File: config.mk
export PLATFORM = sky130hd
export DESIGN_NAME = pwm_duty_override_control
export DESIGN_NICKNAME = d
export VERILOG_FILES = /design/src/verilog/pwm_gen_pkg.sv /design/src/verilog/pwm_duty_override_control.sv /design/src/verilog/dead_time_gate.sv
export SDC_FILE = /design/constraint.sdc
export NUM_CORES = 1
export LEC_CHECK = 0
export CAP_MARGIN = 25
export CORE_UTILIZATION = 60
export DETAILED_ROUTE_END_ITERATION = 6
export DONT_BUFFER_PORTS = 1
export PLACE_DENSITY_LB_ADDON = 0.08
export SYNTH_ARGS = -nofsm -noshare
export SYNTH_HDL_FRONTEND = slang
export SYNTH_HIERARCHICAL = 1
export SYNTH_SLANG_ARGS = --single-unit
File: constraint.sdc
create_clock -name i_core_clk -period 5.3 [get_ports i_core_clk]
set_input_delay 1.06 -clock i_core_clk [delete_from_list [all_inputs] [get_ports i_core_clk]]
set_output_delay 1.06 -clock i_core_clk [all_outputs]
set_load 0.02 [all_outputs]
File: src/verilog/pwm_gen_pkg.sv
// package for the single pwm generator: register map, field layouts, widths, states
// assumes one 125 MHz core clock and a plain strobe register port
`default_nettype none
package pwm_gen_pkg;
    // ========================================================
    // widths and timing
    localparam int unsigned DATA_W        = 16;
    localparam int unsigned ADDR_W        = 4;
    localparam int unsigned CLK_PERIOD_NS = 8;

    // ========================================================
    // register offsets (word index on the plain port)
    localparam logic [ADDR_W-1:0] ADDR_CTRL     = 4'h0;  // mode and update control
    localparam logic [ADDR_W-1:0] ADDR_DUTY     = 4'h1;  // duty_cycle_reg
    localparam logic [ADDR_W-1:0] ADDR_PHASE    = 4'h2;  // phase_period_reg
    localparam logic [ADDR_W-1:0] ADDR_DT       = 4'h3;  // dead_time_reg
    localparam logic [ADDR_W-1:0] ADDR_ALTDT    = 4'h4;  // alt_dead_time_reg
    localparam logic [ADDR_W-1:0] ADDR_OUTCTL   = 4'h5;  // output_pin_control
    localparam logic [ADDR_W-1:0] ADDR_STATUS   = 4'h6;  // timer value
    localparam logic [ADDR_W-1:0] ADDR_MOD_EN   = 4'h7;  // module_enable_bit

    // ========================================================
    // control register fields
    localparam int unsigned CTRL_IMM_UPD_BIT  = 0;  // immediate_update_enable
    localparam int unsigned CTRL_CENTER_BIT   = 1;  // 1 = center aligned
    localparam int unsigned CTRL_INDEP_TB_BIT = 2;  // independent_time_base
    localparam logic [DATA_W-1:0] CTRL_MASK = 16'h0007;

    // ========================================================
    // output control fields
    localparam int unsigned OC_OSYNC_BIT = 0;  // override synchronised to period
    localparam int unsigned OC_OVDL_BIT  = 6;  // override data, low side
    localparam int unsigned OC_OVDH_BIT  = 7;  // override data, high side
    localparam int unsigned OC_OVENL_BIT = 8;  // override_enable_low
    localparam int unsigned OC_OVENH_BIT = 9;  // override_enable_high
    localparam logic [DATA_W-1:0] OC_MASK = 16'h03c1;

    // ========================================================
    // reset values
    localparam logic [DATA_W-1:0] RST_ZERO  = 16'h0000;
    localparam logic [DATA_W-1:0] RST_PHASE = 16'h00ff;
    localparam logic [DATA_W-1:0] ONE       = 16'h0001;

    // dead-time sequencer states
    typedef enum logic [1:0] {
        DT_IDLE = 2'b00,
        DT_HIGH = 2'b01,
        DT_LOW  = 2'b10
    } dt_state_t;

    // register bus request
    typedef struct packed {
        logic              wr;
        logic              rd;
        logic [ADDR_W-1:0] addr;
        logic [DATA_W-1:0] wdata;
    } reg_req_t;

    // complementary output pair
    typedef struct packed {
        logic high_side;
        logic low_side;
    } pwm_pair_t;
endpackage
`default_nettype wire

File: src/verilog/pwm_duty_override_control.sv
// one complementary pwm generator with override and buffered updates
// assumes a software master on the plain strobe port and an external power stage
`default_nettype none
// How it works
// center 0%: clear alt dead time first
// center 100%: clear alt, duty=phase+2
// edge 0%: clear both dead times first
// edge 100%: clear both, duty=phase+1
// override enables 11 plus sync drive data
// override data 01 gives 0% duty
// override data 10 gives 100% duty
// center mode loads actives every two periods
// override-off write during dead time deferred
// release by dead time off or disable
// center independent base phase applies two periods late
// immediate update applies phase at once
// dead time spoils full-time outputs; here only the 0% low side is chopped, 100% has no edge to chop
// control bit 0 is immediate update
// high inside duty window, dead time inserted
module pwm_duty_override_control (
    input  wire logic                           i_core_clk,
    input  wire logic                           i_srst,
    input  wire logic [pwm_gen_pkg::ADDR_W-1:0] i_addr,     // register index
    input  wire logic [pwm_gen_pkg::DATA_W-1:0] i_wdata,    // write data
    input  wire logic                           i_wr,       // write strobe
    input  wire logic                           i_rd,       // read strobe
    output logic      [pwm_gen_pkg::DATA_W-1:0] o_rdata,    // read data, cycle after strobe
    output logic                                o_high_side,// output_high_side
    output logic                                o_low_side  // output_low_side
);
    import pwm_gen_pkg::*;

    // ========================================================
    // state of the generator outside the dead-time gate
    typedef struct packed {
        logic [DATA_W-1:0] ctrl;       // immediate update, alignment, time base
        logic [DATA_W-1:0] duty_b;     // buffered duty
        logic [DATA_W-1:0] phase_b;    // buffered phase/period
        logic [DATA_W-1:0] dt_b;       // buffered dead time
        logic [DATA_W-1:0] altdt_b;    // buffered alternate dead time
        logic [DATA_W-1:0] duty_a;     // active duty
        logic [DATA_W-1:0] phase_a;    // active phase/period
        logic [DATA_W-1:0] dt_a;       // active dead time
        logic [DATA_W-1:0] altdt_a;    // active alternate dead time
        logic [DATA_W-1:0] phase_p;    // phase waiting two more periods
        logic              phase_pv;   // phase_p holds a pending value
        logic [DATA_W-1:0] outctl;     // output_pin_control as written
        logic [DATA_W-1:0] ovr_a;      // override fields in force
        logic              mod_en;     // module_enable_bit
        logic [DATA_W-1:0] tmr;        // time base
        logic              down;       // center mode counting down
        logic              odd;        // center mode period parity
        logic [DATA_W-1:0] rdata;      // read data register
        pwm_pair_t         out;        // registered pin drive
    } gen_state_t;

    gen_state_t cur_ff;  // registered state
    gen_state_t nxt_ff;  // next state

    reg_req_t  req;          // bundled bus request
    pwm_pair_t dt_pair;      // pair after dead-time insertion
    logic      dt_busy;      // dead time being inserted
    logic      raw_high;     // duty-window comparison
    logic      center;       // center aligned mode
    logic      imm_upd;      // immediate update
    logic      period_end;   // end of a timer period
    logic      load_pt;      // active registers load now
    logic      ovr_on;       // override in force
    logic [DATA_W-1:0] dead_sel;  // dead time in use for this edge

    assign req    = '{wr: i_wr, rd: i_rd, addr: i_addr, wdata: i_wdata};
    assign center = cur_ff.ctrl[CTRL_CENTER_BIT];
    assign imm_upd = cur_ff.ctrl[CTRL_IMM_UPD_BIT];
    assign ovr_on = cur_ff.ovr_a[OC_OVENH_BIT] | cur_ff.ovr_a[OC_OVENL_BIT];

    // period boundary: edge mode at wrap, center mode where the timer meets phase
    assign period_end = center ? (!cur_ff.down && cur_ff.tmr >= cur_ff.phase_a)
                               : (cur_ff.tmr >= cur_ff.phase_a);
    // center mode loads only on every other period
    assign load_pt = period_end && (!center || cur_ff.odd);

    // high inside the duty window: tmr below duty; at zero duty a dead time in
    // use at the period start still fires one raw pulse that chops the low side
    assign raw_high = cur_ff.mod_en
                      && ((cur_ff.tmr < cur_ff.duty_a)
                          || (cur_ff.tmr == RST_ZERO && dead_sel != RST_ZERO));
    // alternate dead time on the falling (center down) side
    assign dead_sel = (center && cur_ff.down) ? cur_ff.altdt_a : cur_ff.dt_a;

    // ========================================================
    // dead-time insertion; nonzero dead time chops 0% pulses, 100% has no edge to chop
    dead_time_gate u_dead (
        .i_core_clk  (i_core_clk),
        .i_srst      (i_srst),
        .i_raw_high  (raw_high),
        .i_dead      (dead_sel),
        .o_pair      (dt_pair),
        .o_inserting (dt_busy)
    );

    // ========================================================
    // timer, register file, update transfer and override
    always_comb begin
        nxt_ff = cur_ff;

        // time base
        if (!cur_ff.mod_en) begin
            nxt_ff.tmr  = RST_ZERO;
            nxt_ff.down = 1'b0;
            nxt_ff.odd  = 1'b0;
        end else if (center) begin
            if (!cur_ff.down && cur_ff.tmr >= cur_ff.phase_a) begin
                nxt_ff.down = 1'b1;
                nxt_ff.tmr  = cur_ff.tmr - ONE;
            end else if (cur_ff.down && cur_ff.tmr == RST_ZERO) begin
                nxt_ff.down = 1'b0;
                nxt_ff.tmr  = cur_ff.tmr + ONE;
            end else begin
                nxt_ff.tmr = cur_ff.down ? cur_ff.tmr - ONE : cur_ff.tmr + ONE;
            end
            if (period_end) begin
                nxt_ff.odd = !cur_ff.odd;
            end
        end else begin
            nxt_ff.tmr = period_end ? RST_ZERO : cur_ff.tmr + ONE;
        end

        // buffered to active transfer
        if (imm_upd) begin
            // immediate update copies every value at once
            nxt_ff.duty_a   = cur_ff.duty_b;
            nxt_ff.phase_a  = cur_ff.phase_b;
            nxt_ff.dt_a     = cur_ff.dt_b;
            nxt_ff.altdt_a  = cur_ff.altdt_b;
            nxt_ff.phase_pv = 1'b0;
        end else if (load_pt) begin
            nxt_ff.duty_a  = cur_ff.duty_b;
            nxt_ff.dt_a    = cur_ff.dt_b;
            nxt_ff.altdt_a = cur_ff.altdt_b;
            if (center && cur_ff.ctrl[CTRL_INDEP_TB_BIT]) begin
                // phase goes through one extra stage: two periods late
                nxt_ff.phase_a  = cur_ff.phase_pv ? cur_ff.phase_p : cur_ff.phase_a;
                nxt_ff.phase_p  = cur_ff.phase_b;
                nxt_ff.phase_pv = (cur_ff.phase_b != cur_ff.phase_a);
            end else begin
                nxt_ff.phase_a  = cur_ff.phase_b;
                nxt_ff.phase_pv = 1'b0;
            end
        end

        // override follows the written value, at a load point (every other period end in center) when sync is set and the module is on
        if (!cur_ff.outctl[OC_OSYNC_BIT] || load_pt || !cur_ff.mod_en) begin
            // a release landing during dead time is held off until it ends, unless the module is off
            if (!(ovr_on && dt_busy && cur_ff.mod_en
                  && !cur_ff.outctl[OC_OVENH_BIT] && !cur_ff.outctl[OC_OVENL_BIT])) begin
                nxt_ff.ovr_a = cur_ff.outctl;
            end
        end

        // pin drive: per-side override, else dead-time gated pair
        nxt_ff.out = dt_pair;
        if (cur_ff.ovr_a[OC_OVENH_BIT]) begin
            nxt_ff.out.high_side = cur_ff.ovr_a[OC_OVDH_BIT];
        end
        if (cur_ff.ovr_a[OC_OVENL_BIT]) begin
            nxt_ff.out.low_side = cur_ff.ovr_a[OC_OVDL_BIT];
        end

        // register writes; software orders dead time clears before duty
        if (req.wr) begin
            unique case (req.addr)
                ADDR_CTRL:   nxt_ff.ctrl    = req.wdata & CTRL_MASK;
                ADDR_DUTY:   nxt_ff.duty_b  = req.wdata;
                ADDR_PHASE:  nxt_ff.phase_b = req.wdata;
                ADDR_DT:     nxt_ff.dt_b    = req.wdata;
                ADDR_ALTDT:  nxt_ff.altdt_b = req.wdata;
                ADDR_OUTCTL: nxt_ff.outctl  = req.wdata & OC_MASK;
                ADDR_MOD_EN: nxt_ff.mod_en  = req.wdata[0];
                default:     ;  // unmapped writes ignored
            endcase
        end

        // register reads, answered next cycle
        nxt_ff.rdata = RST_ZERO;
        if (req.rd) begin
            unique case (req.addr)
                ADDR_CTRL:   nxt_ff.rdata = cur_ff.ctrl;
                ADDR_DUTY:   nxt_ff.rdata = cur_ff.duty_b;
                ADDR_PHASE:  nxt_ff.rdata = cur_ff.phase_b;
                ADDR_DT:     nxt_ff.rdata = cur_ff.dt_b;
                ADDR_ALTDT:  nxt_ff.rdata = cur_ff.altdt_b;
                ADDR_OUTCTL: nxt_ff.rdata = cur_ff.outctl;
                ADDR_STATUS: nxt_ff.rdata = cur_ff.tmr;
                ADDR_MOD_EN: nxt_ff.rdata = {15'h0000, cur_ff.mod_en};
                default:     nxt_ff.rdata = RST_ZERO;
            endcase
        end
    end

    // ========================================================
    // single state register
    always_ff @(posedge i_core_clk) begin
        if (i_srst) begin
            cur_ff <= reset_image();
        end else begin
            cur_ff <= nxt_ff;
        end
    end

    // reset image of the state: low side on, phase at its reset period
    function automatic gen_state_t reset_image();
        gen_state_t img;
        img         = '0;
        img.phase_b = RST_PHASE;
        img.phase_a = RST_PHASE;
        img.out     = '{high_side: 1'b0, low_side: 1'b1};
        return img;
    endfunction

    assign o_rdata     = cur_ff.rdata;
    assign o_high_side = cur_ff.out.high_side;
    assign o_low_side  = cur_ff.out.low_side;
endmodule
`default_nettype wire

File: src/verilog/dead_time_gate.sv
// dead-time inserter: delays each rising edge of a complementary pair
// assumes the raw pair and dead time are synchronous to i_core_clk
`default_nettype none
module dead_time_gate (
    input  wire logic                           i_core_clk,
    input  wire logic                           i_srst,
    input  wire logic                           i_raw_high,  // raw high-side demand
    input  wire logic [pwm_gen_pkg::DATA_W-1:0] i_dead,      // dead time in clocks
    output var  pwm_gen_pkg::pwm_pair_t         o_pair,      // gated outputs
    output logic                                o_inserting  // dead time running now
);
    import pwm_gen_pkg::*;

    // ========================================================
    // state record
    typedef struct packed {
        dt_state_t         st;     // which side waits for turn on
        logic [DATA_W-1:0] cnt;    // dead-time counter
        logic              last;   // previous raw demand
        pwm_pair_t         pair;   // registered outputs
    } dtg_state_t;

    dtg_state_t cur_ff;  // registered state
    dtg_state_t nxt_ff;  // next state

    // ========================================================
    // edge detect, then hold both sides off for i_dead clocks
    always_comb begin
        nxt_ff      = cur_ff;
        nxt_ff.last = i_raw_high;
        if (cur_ff.last != i_raw_high) begin
            if (i_dead == RST_ZERO) begin
                // no dead time: switch straight over, nothing is inserted
                nxt_ff.pair.high_side = i_raw_high;
                nxt_ff.pair.low_side  = !i_raw_high;
                nxt_ff.st             = DT_IDLE;
            end else begin
                // any edge turns both off for exactly i_dead clocks
                nxt_ff.pair = '0;
                nxt_ff.cnt  = i_dead - ONE;
                nxt_ff.st   = i_raw_high ? DT_HIGH : DT_LOW;
            end
        end else if (cur_ff.st != DT_IDLE) begin
            if (cur_ff.cnt == RST_ZERO) begin
                // dead time over: turn on the waiting side
                nxt_ff.pair.high_side = (cur_ff.st == DT_HIGH);
                nxt_ff.pair.low_side  = (cur_ff.st == DT_LOW);
                nxt_ff.st             = DT_IDLE;
            end else begin
                nxt_ff.cnt = cur_ff.cnt - ONE;
            end
        end
    end

    // ========================================================
    // register, low side on after reset
    always_ff @(posedge i_core_clk) begin
        if (i_srst) begin
            cur_ff <= '{st: DT_IDLE, cnt: RST_ZERO, last: 1'b0, pair: '{high_side: 1'b0, low_side: 1'b1}};
        end else begin
            cur_ff <= nxt_ff;
        end
    end

    assign o_pair      = cur_ff.pair;
    assign o_inserting = (cur_ff.st != DT_IDLE);
endmodule
`default_nettype wire

==> impl_metrics.toml, run 1 <==
[die]
rows = 48
io_pins = 42
chipWidth_um = 136
start_util_pct = 61.9
chipHeight_um = 136
die_area_um2 = 18600
coreArea_um2 = 17500

[clock_network]
post-cts-setup-buffers = 0
clock_sinks = 215
clk_path_buf_depth = 3
htree_levels = 1
cts_resized = 0
clk_latency_ns = 0.51
clkTransAtPathRegs_ns = 0.06
clockRootBuffer = "clkbuf_16"
cts_hold_buffers = 0
cts_tree = "built"
numCtsBuffers = 23

[yosys]
syn_inst = 1367
avgSynthCellArea_um2 = 7.91
synthFlopType = "dfxtp_1"
synth_area_um2 = 10800
syn-num-nets = 1425
synth.distinct_cells = 76
ys_seq_area_share_pct = 39.8
ys_seq_elements = 215
synth_async_sr_flop_share_pct = 0
synth_top_cell_area_share_pct = 39.8
synth_area_leaders = "dfxtp_1 (40%), nand2_1 (11%), a21oi_1 (8.0%), ha_1 (3.9%), a22oi_1 (2.6%)"
synth-edff-count = 0
yosysTopAreaCell = "dfxtp_1"
yosysWarnings = 6

[worst_setup_path]
critPathKind = "flop to flop"
worstReg2RegEnd = "u_dead/cur_ff[15]"
r2r_start = "cur_ff[31]"
start_kind = "flop"
reg2reg_depth = 14
crit_fanout = 9
worstSetupEndpointType = "flop"
rrSetupSlack_ns = 1.01
cp.required_ns = 5.70
cp.arrival_ns = 4.68

[timing]
rsz0062_at_grt = "false"
period_share_pct = 80.9
fin_skew_ns = 0.0163
finalMaxSlewViolations = 0
worstMarginPinSlew_ns = 0.971
tns_ns = 0
fin_crit_ns = 4.29
max_slew_margin_pct = 35.3
fmax_ghz = 0.233
hold_viol_final = 0
setup_violations = 0

[drt]
viasPerCell = 6.31
drt-total-wl_mm = 30.4
drt_iter0_drc = 1009
drtPass1Iterations = 7
postRouteAntennaNets = 0
drc = 0
avgRoutedWirePerCell_um = 19.7
vias = 9746

[global_routing]
grt_max_degree = 186
grt_pass1_vias = 8795
grt.total_usage_pct = 33.3
grt_pass1_wl_mm = 48.3
gr-total-overflow = 0
antenna_found_initial = 2

[power_and_ir_drop]
power.leakage_uw = 0.00416
ir_drop_v = 0.000341
powerDensity_nw_per_um2 = 295

[placed_design]
io_buffer_count = 0
place_congestion = 0.943
dp_cells = 1504
hpwlAfterDp_mm = 21.5

[layout]
drive_gt1_share_pct = 7.05
diodes = 0
fin_cells = 1545
fin_nets = 1362
synthToLayoutAreaGrowth_pct = 6.52
final_cell_mix = "nand2_1 (318), dfxtp_1 (215), a21oi_1 (173), nor2_1 (69), inv_1 (42)"
final_common_cell = "nand2_1"

[flow_run]
cap_violations = 0

[min_path]
hold_depth = 2
min_to = "cur_ff[136]"
min_path_type = "flop to flop"
min_from = "cur_ff[136]"

[outcome]
outcome = "complete, no violations"
==> cells in the mapped netlist (all sizes together) (6+ instances only) <==
| cell type | number |
|---|---|
| nand2 | 319 |
| dfxtp | 215 |
| a21oi | 173 |
| nor2 | 72 |
| clkbuf | 66 |
| inv | 42 |
| a22oi | 38 |
| buf | 36 |
| nor3 | 36 |
| ha | 34 |
| o21ai | 32 |
| xnor2 | 29 |
| mux2i | 20 |
| nand3 | 20 |
| nor4 | 18 |
| mux2 | 17 |
| nand4 | 15 |
| a211oi | 12 |
| a221oi | 12 |
| nand3b | 12 |
| a31oi | 11 |
| nor3b | 11 |
| nand2b | 10 |
| xor2 | 10 |
| a222oi | 9 |
| and2 | 9 |
| a21o | 8 |
| or3 | 8 |
| nor2b | 7 |
| or2 | 6 |
| or4 | 6 |
==> critical path, stage by stage, from the launching register on <==
cell and delay (ns):
dfxtp_1 0.38, or4_4 0.54, or3_4 0.36, nor3_1 0.36, nor2b_1 0.19, o21a_1 0.37
xor2_4 0.21, mux2i_1 0.25, ha_1 0.35, nor2b_1 0.18, nand4_1 0.17, a211oi_1 0.33
xnor2_1 0.15, nand2_1 0.07, a32o_1 0.24
==> worst max path at each step <==
stage / startpoint / endpoint / slack [ns] / cells after the start
3_3_place_gp: cur_ff[31] / u_dead/cur_ff[15] / 1.17 / 14
2_1_floorplan: cur_ff[29] / u_dead/cur_ff[15] / 0.77 / 18
6_report: cur_ff[31] / u_dead/cur_ff[15] / 1.01 / 14
3_5_place_dp: cur_ff[31] / u_dead/cur_ff[15] / 1.08 / 14
5_1_grt: cur_ff[31] / u_dead/cur_ff[15] / 0.72 / 14
4_1_cts: cur_ff[31] / u_dead/cur_ff[15] / 1.05 / 14
==> through the flow <==
step | setup WS [ns] | util, % | total power [uW] | instance area, um2 | hold WS, ns
global placement | 1.17 | 61.4 | 1790 | 10700 | 0.433
CTS | 1.05 | 65.9 | 3410 | 11500 | 0.447
global route | 0.720 | 65.9 | 3490 | 11500 | 0.464
detailed placement | 1.08 | 61.5 | 1790 | 10800 | 0.439
finish | 1.01 | 65.9 | 3400 | 11500 | 0.454
floorplan | 0.768 | - | 1780 | 10800 | 0.432
==> logic make-up (layout without fill, tap and decap cells) <==
family                     Yosys count  after routing  synth area share, %
AOI/OAI and AO/OA                  339            339                 19.5
xor gates and xnor gates            39             39                 3.33
adders and majority gates           34             34                 3.93
buffers and inverters              144             97                 5.96
DFF                                215            215                 39.8
muxes                               37             37                 3.74
and+or+nand+nor                    559            559                 23.7
==> power by group <==
part | switching [uW] | leakage (uW) | internal [uW]
Sequential | 15.4 | 0.00173 | 1630
Clock | 646 | 0.000378 | 993
Combinational | 74.0 | 0.00205 | 45.0
==> sequential cells by signal (all words and copies together), names as in the netlist <==
name	count
o_low_side	1
center	1
cur_ff	175
u_dead/cur_ff	19
o_rdata	16
u_dead/o_pair	2
o_high_side	1
==> layout make-up <==
type	instances	area (um2)
clock inverters	4	70.1
multi-input cells	1008	5890
inverters	42	158
clock buffers	37	698
repair buffers	14	118
well taps	225	282
fillers	1475	5960
flip-flops and latches	215	4300
==> metal layers <==
layer | track usage (%) | part of all wire, %
met1 | 48.3 | 45
met2 | 49.0 | 43
met3 | 7.94 | 10
met4 | 8.40 | 2.5
met5 | 0 | 0
Note: power is estimated with default switching activity, not from simulation.
==> inputs of run 2 (changes only) <==
clock period = 4.45 ns   (was 5.3 ns; I/O delays follow)
==> run 2 against run 1 <==
Against the previous run: combinational power is 16% higher; sequential share of layout area is 0.42 points lower; core utilization is 0.74 points higher; sequential power is 20% higher; flip-flop and latch count stayed put; total power is 21% higher; worst hold slack worse by 0.0032 ns; die area stayed put; clock power is 23% higher; clock skew is 0.0015 ns lower; cell count is 0.91% higher; first-iteration DRC count is 12% higher; critical path type unchanged; largest power group is now the clock network.
==> impl_metrics.toml, run 2 (synthesis gave the netlist of run 1 again) <==
[global_routing]
gr-total-overflow = 0
grt_pass1_wl_mm = 49.4
antenna_found_initial = 0
grt_max_degree = 186
grt_pass1_vias = 8821
grt.total_usage_pct = 34.5

[min_path]
min_from = "cur_ff[138]"
hold_depth = 2
min_to = "cur_ff[138]"
min_path_type = "flop to flop"

[timing]
rsz0062_at_grt = "false"
hold_viol_final = 0
finalMaxSlewViolations = 0
fin_skew_ns = 0.0148
max_slew_margin_pct = 30.7
layout_setup_ws_ns = 0.375
tns_ns = 0
fin_crit_ns = 4.08
fmax_ghz = 0.245
period_share_pct = 91.6
whs_ns = 0.450
setup_violations = 0
worstMarginPinSlew_ns = 1.04

[die]
io_pins = 42
die_area_um2 = 18600
start_util_pct = 61.9
coreArea_um2 = 17500
chipHeight_um = 136
rows = 48
chipWidth_um = 136

[power_and_ir_drop]
powerDensity_nw_per_um2 = 354
ir_drop_v = 0.000506
finalPower_uw = 4120
power.leakage_uw = 0.00425

[flow_run]
cap_violations = 0

[worst_setup_path]
reg2reg_depth = 14
cp.required_ns = 4.85
start_kind = "flop"
worstSetupEndpointType = "flop"
cp.arrival_ns = 4.47
r2r_start = "cur_ff[32]"
critPathKind = "flop to flop"
crit_fanout = 9
rrSetupSlack_ns = 0.37
worstReg2RegEnd = "u_dead/cur_ff[15]"

[layout]
diodes = 0
final_cell_mix = "nand2_1 (318), dfxtp_1 (215), a21oi_1 (173), nor2_1 (69), inv_1 (42)"
largest_register = "cur_ff"
multi_input_area_um2 = 5900
largest_reg_flops = 175
drive_gt1_share_pct = 8.40
fin_nets = 1380
synthToLayoutAreaGrowth_pct = 7.73
fillers = 1504
final_common_cell = "nand2_1"
postLayoutCellArea_um2 = 11700
regArea_um2 = 4300

[clock_network]
htree_levels = 1
clkTransAtPathRegs_ns = 0.06
clockRootBuffer = "clkbuf_16"
clk_latency_ns = 0.51
numCtsBuffers = 23
cts_tree = "built"
clock_sinks = 215
cts_hold_buffers = 0
clk_path_buf_depth = 3

[drt]
drc = 0
viasPerCell = 6.35
avgRoutedWirePerCell_um = 20.3
drt_iter0_drc = 1131
drtPass1Iterations = 5
postRouteAntennaNets = 0
vias = 9903
drt-total-wl_mm = 31.7

[placed_design]
io_buffer_count = 0
hpwlAfterDp_mm = 22.1
pre_cts_slack_ns = 0.241
placed_area_um2 = 10900
place_congestion = 0.958

[outcome]
outcome = "complete, no violations"
run 2: cell types whose count changed in the layout (fill, tap and decap cells not counted):
cell / change
o21a_1: -1
ha_2: +1
clkbuf_8: -7
clkinv_2: +1
buf_4: +19
o21a_2: +1
bufinv_16: +3
buf_12: -1
inv_6: +1
ha_1: -1
clkbuf_1: -3
clkinvlp_4: +1
run 2: timing repair:
item                       CTS  global route
resized for setup            0             2
setup endpoints to repair    0             4
setup buffers                0             0
run 2: cell type report:
type / instances / share of cell area, %
clock inverters: 10 / 1.56
multi-input cells: 1008 / 50.6
repair buffers: 32 / 2.06
clock buffers: 27 / 5.07
inverters: 42 / 1.35
well taps: 225 / 2.42
flip-flops and latches: 215 / 36.9
run 2: layer usage:
layer | vias up | global-route usage, % | wire, um
met5 | - | 0 | 0
met4 | 0 | 10.9 | 892
met3 | 62 | 7.49 | 3270
met2 | 471 | 49.4 | 13300
met1 | 4687 | 51.0 | 14200
li1 | 4683 | - | -
run 2: worst max-delay path, stage by stage (launching register included):
cell,delay [ns]
dfxtp_1,0.31
or4_4,0.54
or3_4,0.36
nor3_1,0.38
nor2b_1,0.19
o21a_2,0.27
xor2_4,0.23
mux2i_1,0.27
ha_2,0.31
nor2b_1,0.15
nand4_1,0.17
a211oi_1,0.33
xnor2_1,0.15
nand2_1,0.07
a32o_1,0.24
run 2: worst max-delay path by stage:
stage                                    to  slack (ns)        from
after floorplan           u_dead/cur_ff[15]        0.02  cur_ff[29]
final                     u_dead/cur_ff[15]        0.37  cur_ff[32]
after global routing      u_dead/cur_ff[15]        0.04  cur_ff[32]
after CTS                 u_dead/cur_ff[15]        0.21  cur_ff[32]
after global placement    u_dead/cur_ff[15]        0.33  cur_ff[32]
after detailed placement  u_dead/cur_ff[15]        0.24  cur_ff[32]
run 2: power breakdown:
group,leakage [uW],switching [uW],internal (uW)
Clock,0.000375,789,1230
Combinational,0.00214,84.3,53.5
Sequential,0.00173,20.0,1940
Total,0.00425,894,3230
run 2: metrics by stage:
stage / std cells / util [%]
final: 1559 / 66.7
after detailed placement: 1522 / 62.2
after floorplan: 1367 / -
after global routing: 1559 / 66.7
after CTS: 1559 / 66.6
after global placement: 1522 / 62.2
==> inputs of run 3 (changes only) <==
CORE_UTILIZATION = 58   (was 60)
clock period = 3.4 ns   (was 4.45 ns; I/O delays follow)
==> run 3 against run 2 <==
Against the previous run: the run now ends with DRC, setup timing left; clock-buffer cell count rose by 1; total power up 34%; sequential share of layout area decreased by 2.0 points; setup slack worse by 0.61 ns; largest cell class unchanged; largest power group unchanged.
==> impl_metrics.toml, run 3 (synthesis gave the netlist of run 1 again) <==
[power_and_ir_drop]
intPower_uw = 4300
p_comb_share_pct = 3.6
pwr-share-seq_pct = 46.6
power.leakage_uw = 0.00464
switching_share_pct = 22.0
switchingPower_uw = 1210
finalPower_uw = 5510
ir_drop_v = 0.000340
powerDensity_nw_per_um2 = 447
pwr-share-clk_pct = 49.9

[global_routing]
grt.total_usage_pct = 33.5
grt_pass1_vias = 9187
gr-total-overflow = 0
grt_pass1_wl_mm = 50.6
grt_max_degree = 186
antenna_found_initial = 0

[placed_design]
place_congestion = 0.956
pre_cts_slack_ns = -0.245
dp_cells = 1583
hpwlAfterDp_mm = 23.3
io_buffer_count = 0

[worst_setup_path]
rrSetupSlack_ns = -0.24
critPathKind = "flop to flop"
critPathTopFamily = "simple AND/OR/NAND/NOR gates"
cp.arrival_ns = 4.05
worstPathCellList = "or4_4, or3_4, nor3_4, nor2b_1, o21a_2, xor2_4, mux2i_1, ha_2, nor2b_2, nand4_1, and2_4, o311a_1, o21ai_1, a21oi_1"
cpPeakStageDelay_ns = 0.53
crit_fanout = 4
start_kind = "flop"
slowest_stage = "or4_4"
cp.required_ns = 3.81
worstSetupEndpointType = "flop"
critPathBufInv = 0

[drt]
vias = 10100
postRouteAntennaNets = 0
drtPass1Iterations = 7
drt_iter0_drc = 1050
drc = 7
viasPerCell = 6.18
avgRoutedWirePerCell_um = 20.2
drt-total-wl_mm = 32.9

[outcome]
outcome = "finished with violations"
violations = "DRC, setup timing"

[layout]
fillers = 1562
largest_reg_flops = 175
diodes = 0
drive_gt1_share_pct = 14.0
fin_cells = 1629
final_core_util_pct = 67.9
fin_nets = 1443
final_common_cell = "nand2_1"
synthToLayoutAreaGrowth_pct = 13.9
final_cell_mix = "nand2_1 (318), dfxtp_1 (211), a21oi_1 (173), buf_4 (90), nor2_1 (68)"
largest_register = "cur_ff"

[clock_network]
clockRootBuffer = "clkbuf_16"
cts_tree = "built"
clock_sinks = 215
numCtsBuffers = 24
clk_latency_ns = 0.52
clk_path_buf_depth = 3
cts_hold_buffers = 0
htree_levels = 1
clkTransAtPathRegs_ns = 0.06

[timing]
fin_crit_ns = 3.64
fmax_ghz = 0.275
fin_skew_ns = 0.0116
setup_violations = 14
period_share_pct = 107
rsz0062_at_grt = "true"
worstMarginPinSlew_ns = 0.963
finalMaxSlewViolations = 0
hold_viol_final = 0
layout_setup_ws_ns = -0.240
max_slew_margin_pct = 35.8

[die]
chipHeight_um = 139
start_util_pct = 59.6
io_pins = 42
chipWidth_um = 139
coreArea_um2 = 18100
die_area_um2 = 19200
rows = 49

[min_path]
min_path_type = "input port to flop"

[flow_run]
cap_violations = 0
-- run 3: worst register-to-register path: cells and delay by family (launching register included) --
kind | cells | cell delay, ns
AO/OA/AOI/OAI | 4 | 0.72
adder cells (fa/ha/maj) | 1 | 0.25
AND/OR/NAND/NOR | 7 | 1.75
XOR/XNOR | 1 | 0.21
multiplexers | 1 | 0.28
flip-flops | 1 | 0.32
-- run 3: final timing paths --
| path | startpoint | endpoint | cells after the start |
|---|---|---|---|
| setup reg to reg | cur_ff[31] | u_dead/cur_ff[13] | 14 |
| hold reg to reg | cur_ff[148] | cur_ff[148] | 2 |
| hold / removal | i_srst | u_dead/cur_ff[18] | 1 |
| setup / recovery | cur_ff[31] | u_dead/cur_ff[13] | 14 |
-- run 3: power groups by stage --
stage	clock network (uW)	registers, uW	logic (uW)
2_1_floorplan	0	2610	176
3_3_place_gp	0	2620	182
3_5_place_dp	0	2620	184
4_1_cts	2770	2560	186
5_1_grt	2860	2570	214
6_report	2750	2560	197
-- run 3: area by class of cell --
type / count / area (um2) / share of cell area (%)
tap: 229 / 287 / 2.33
multi-input combinational: 1008 / 5990 / 48.6
clock buffer: 28 / 657 / 5.33
clock inverter: 13 / 176 / 1.43
sequential: 215 / 4310 / 35.0
inverter: 42 / 158 / 1.28
timing repair buffer: 94 / 747 / 6.06
-- run 3: repair_timing --
item | CTS | global route
endpoints found under the setup margin | 5 | 14
cloned | 0 | 0
pin swaps | 10 | 7
resized for setup | 5 | 10
setup buffers | 3 | 3
-- run 3: per-stage QoR --
step           hold slack, ns  area [um2]  setup TNS [ns]
2_1_floorplan           0.432       10900           -2.49
3_3_place_gp            0.436       11400          -0.653
3_5_place_dp            0.439       11400           -1.01
4_1_cts                 0.230       12200          -0.758
5_1_grt                 0.237       12300           -3.48
6_report                0.233       12300           -1.70
-- run 3: per-layer routing --
metal | vias up | global-route usage, % | share of wire (%) | routed length, um
met2 | 434 | 50.0 | 43 | 14200
met3 | 54 | 8.36 | 10 | 3290
met5 | - | 0 | 0 | 0
met1 | 4761 | 47.4 | 44 | 14500
li1 | 4816 | - | - | -
met4 | 0 | 10.7 | 2.5 | 813
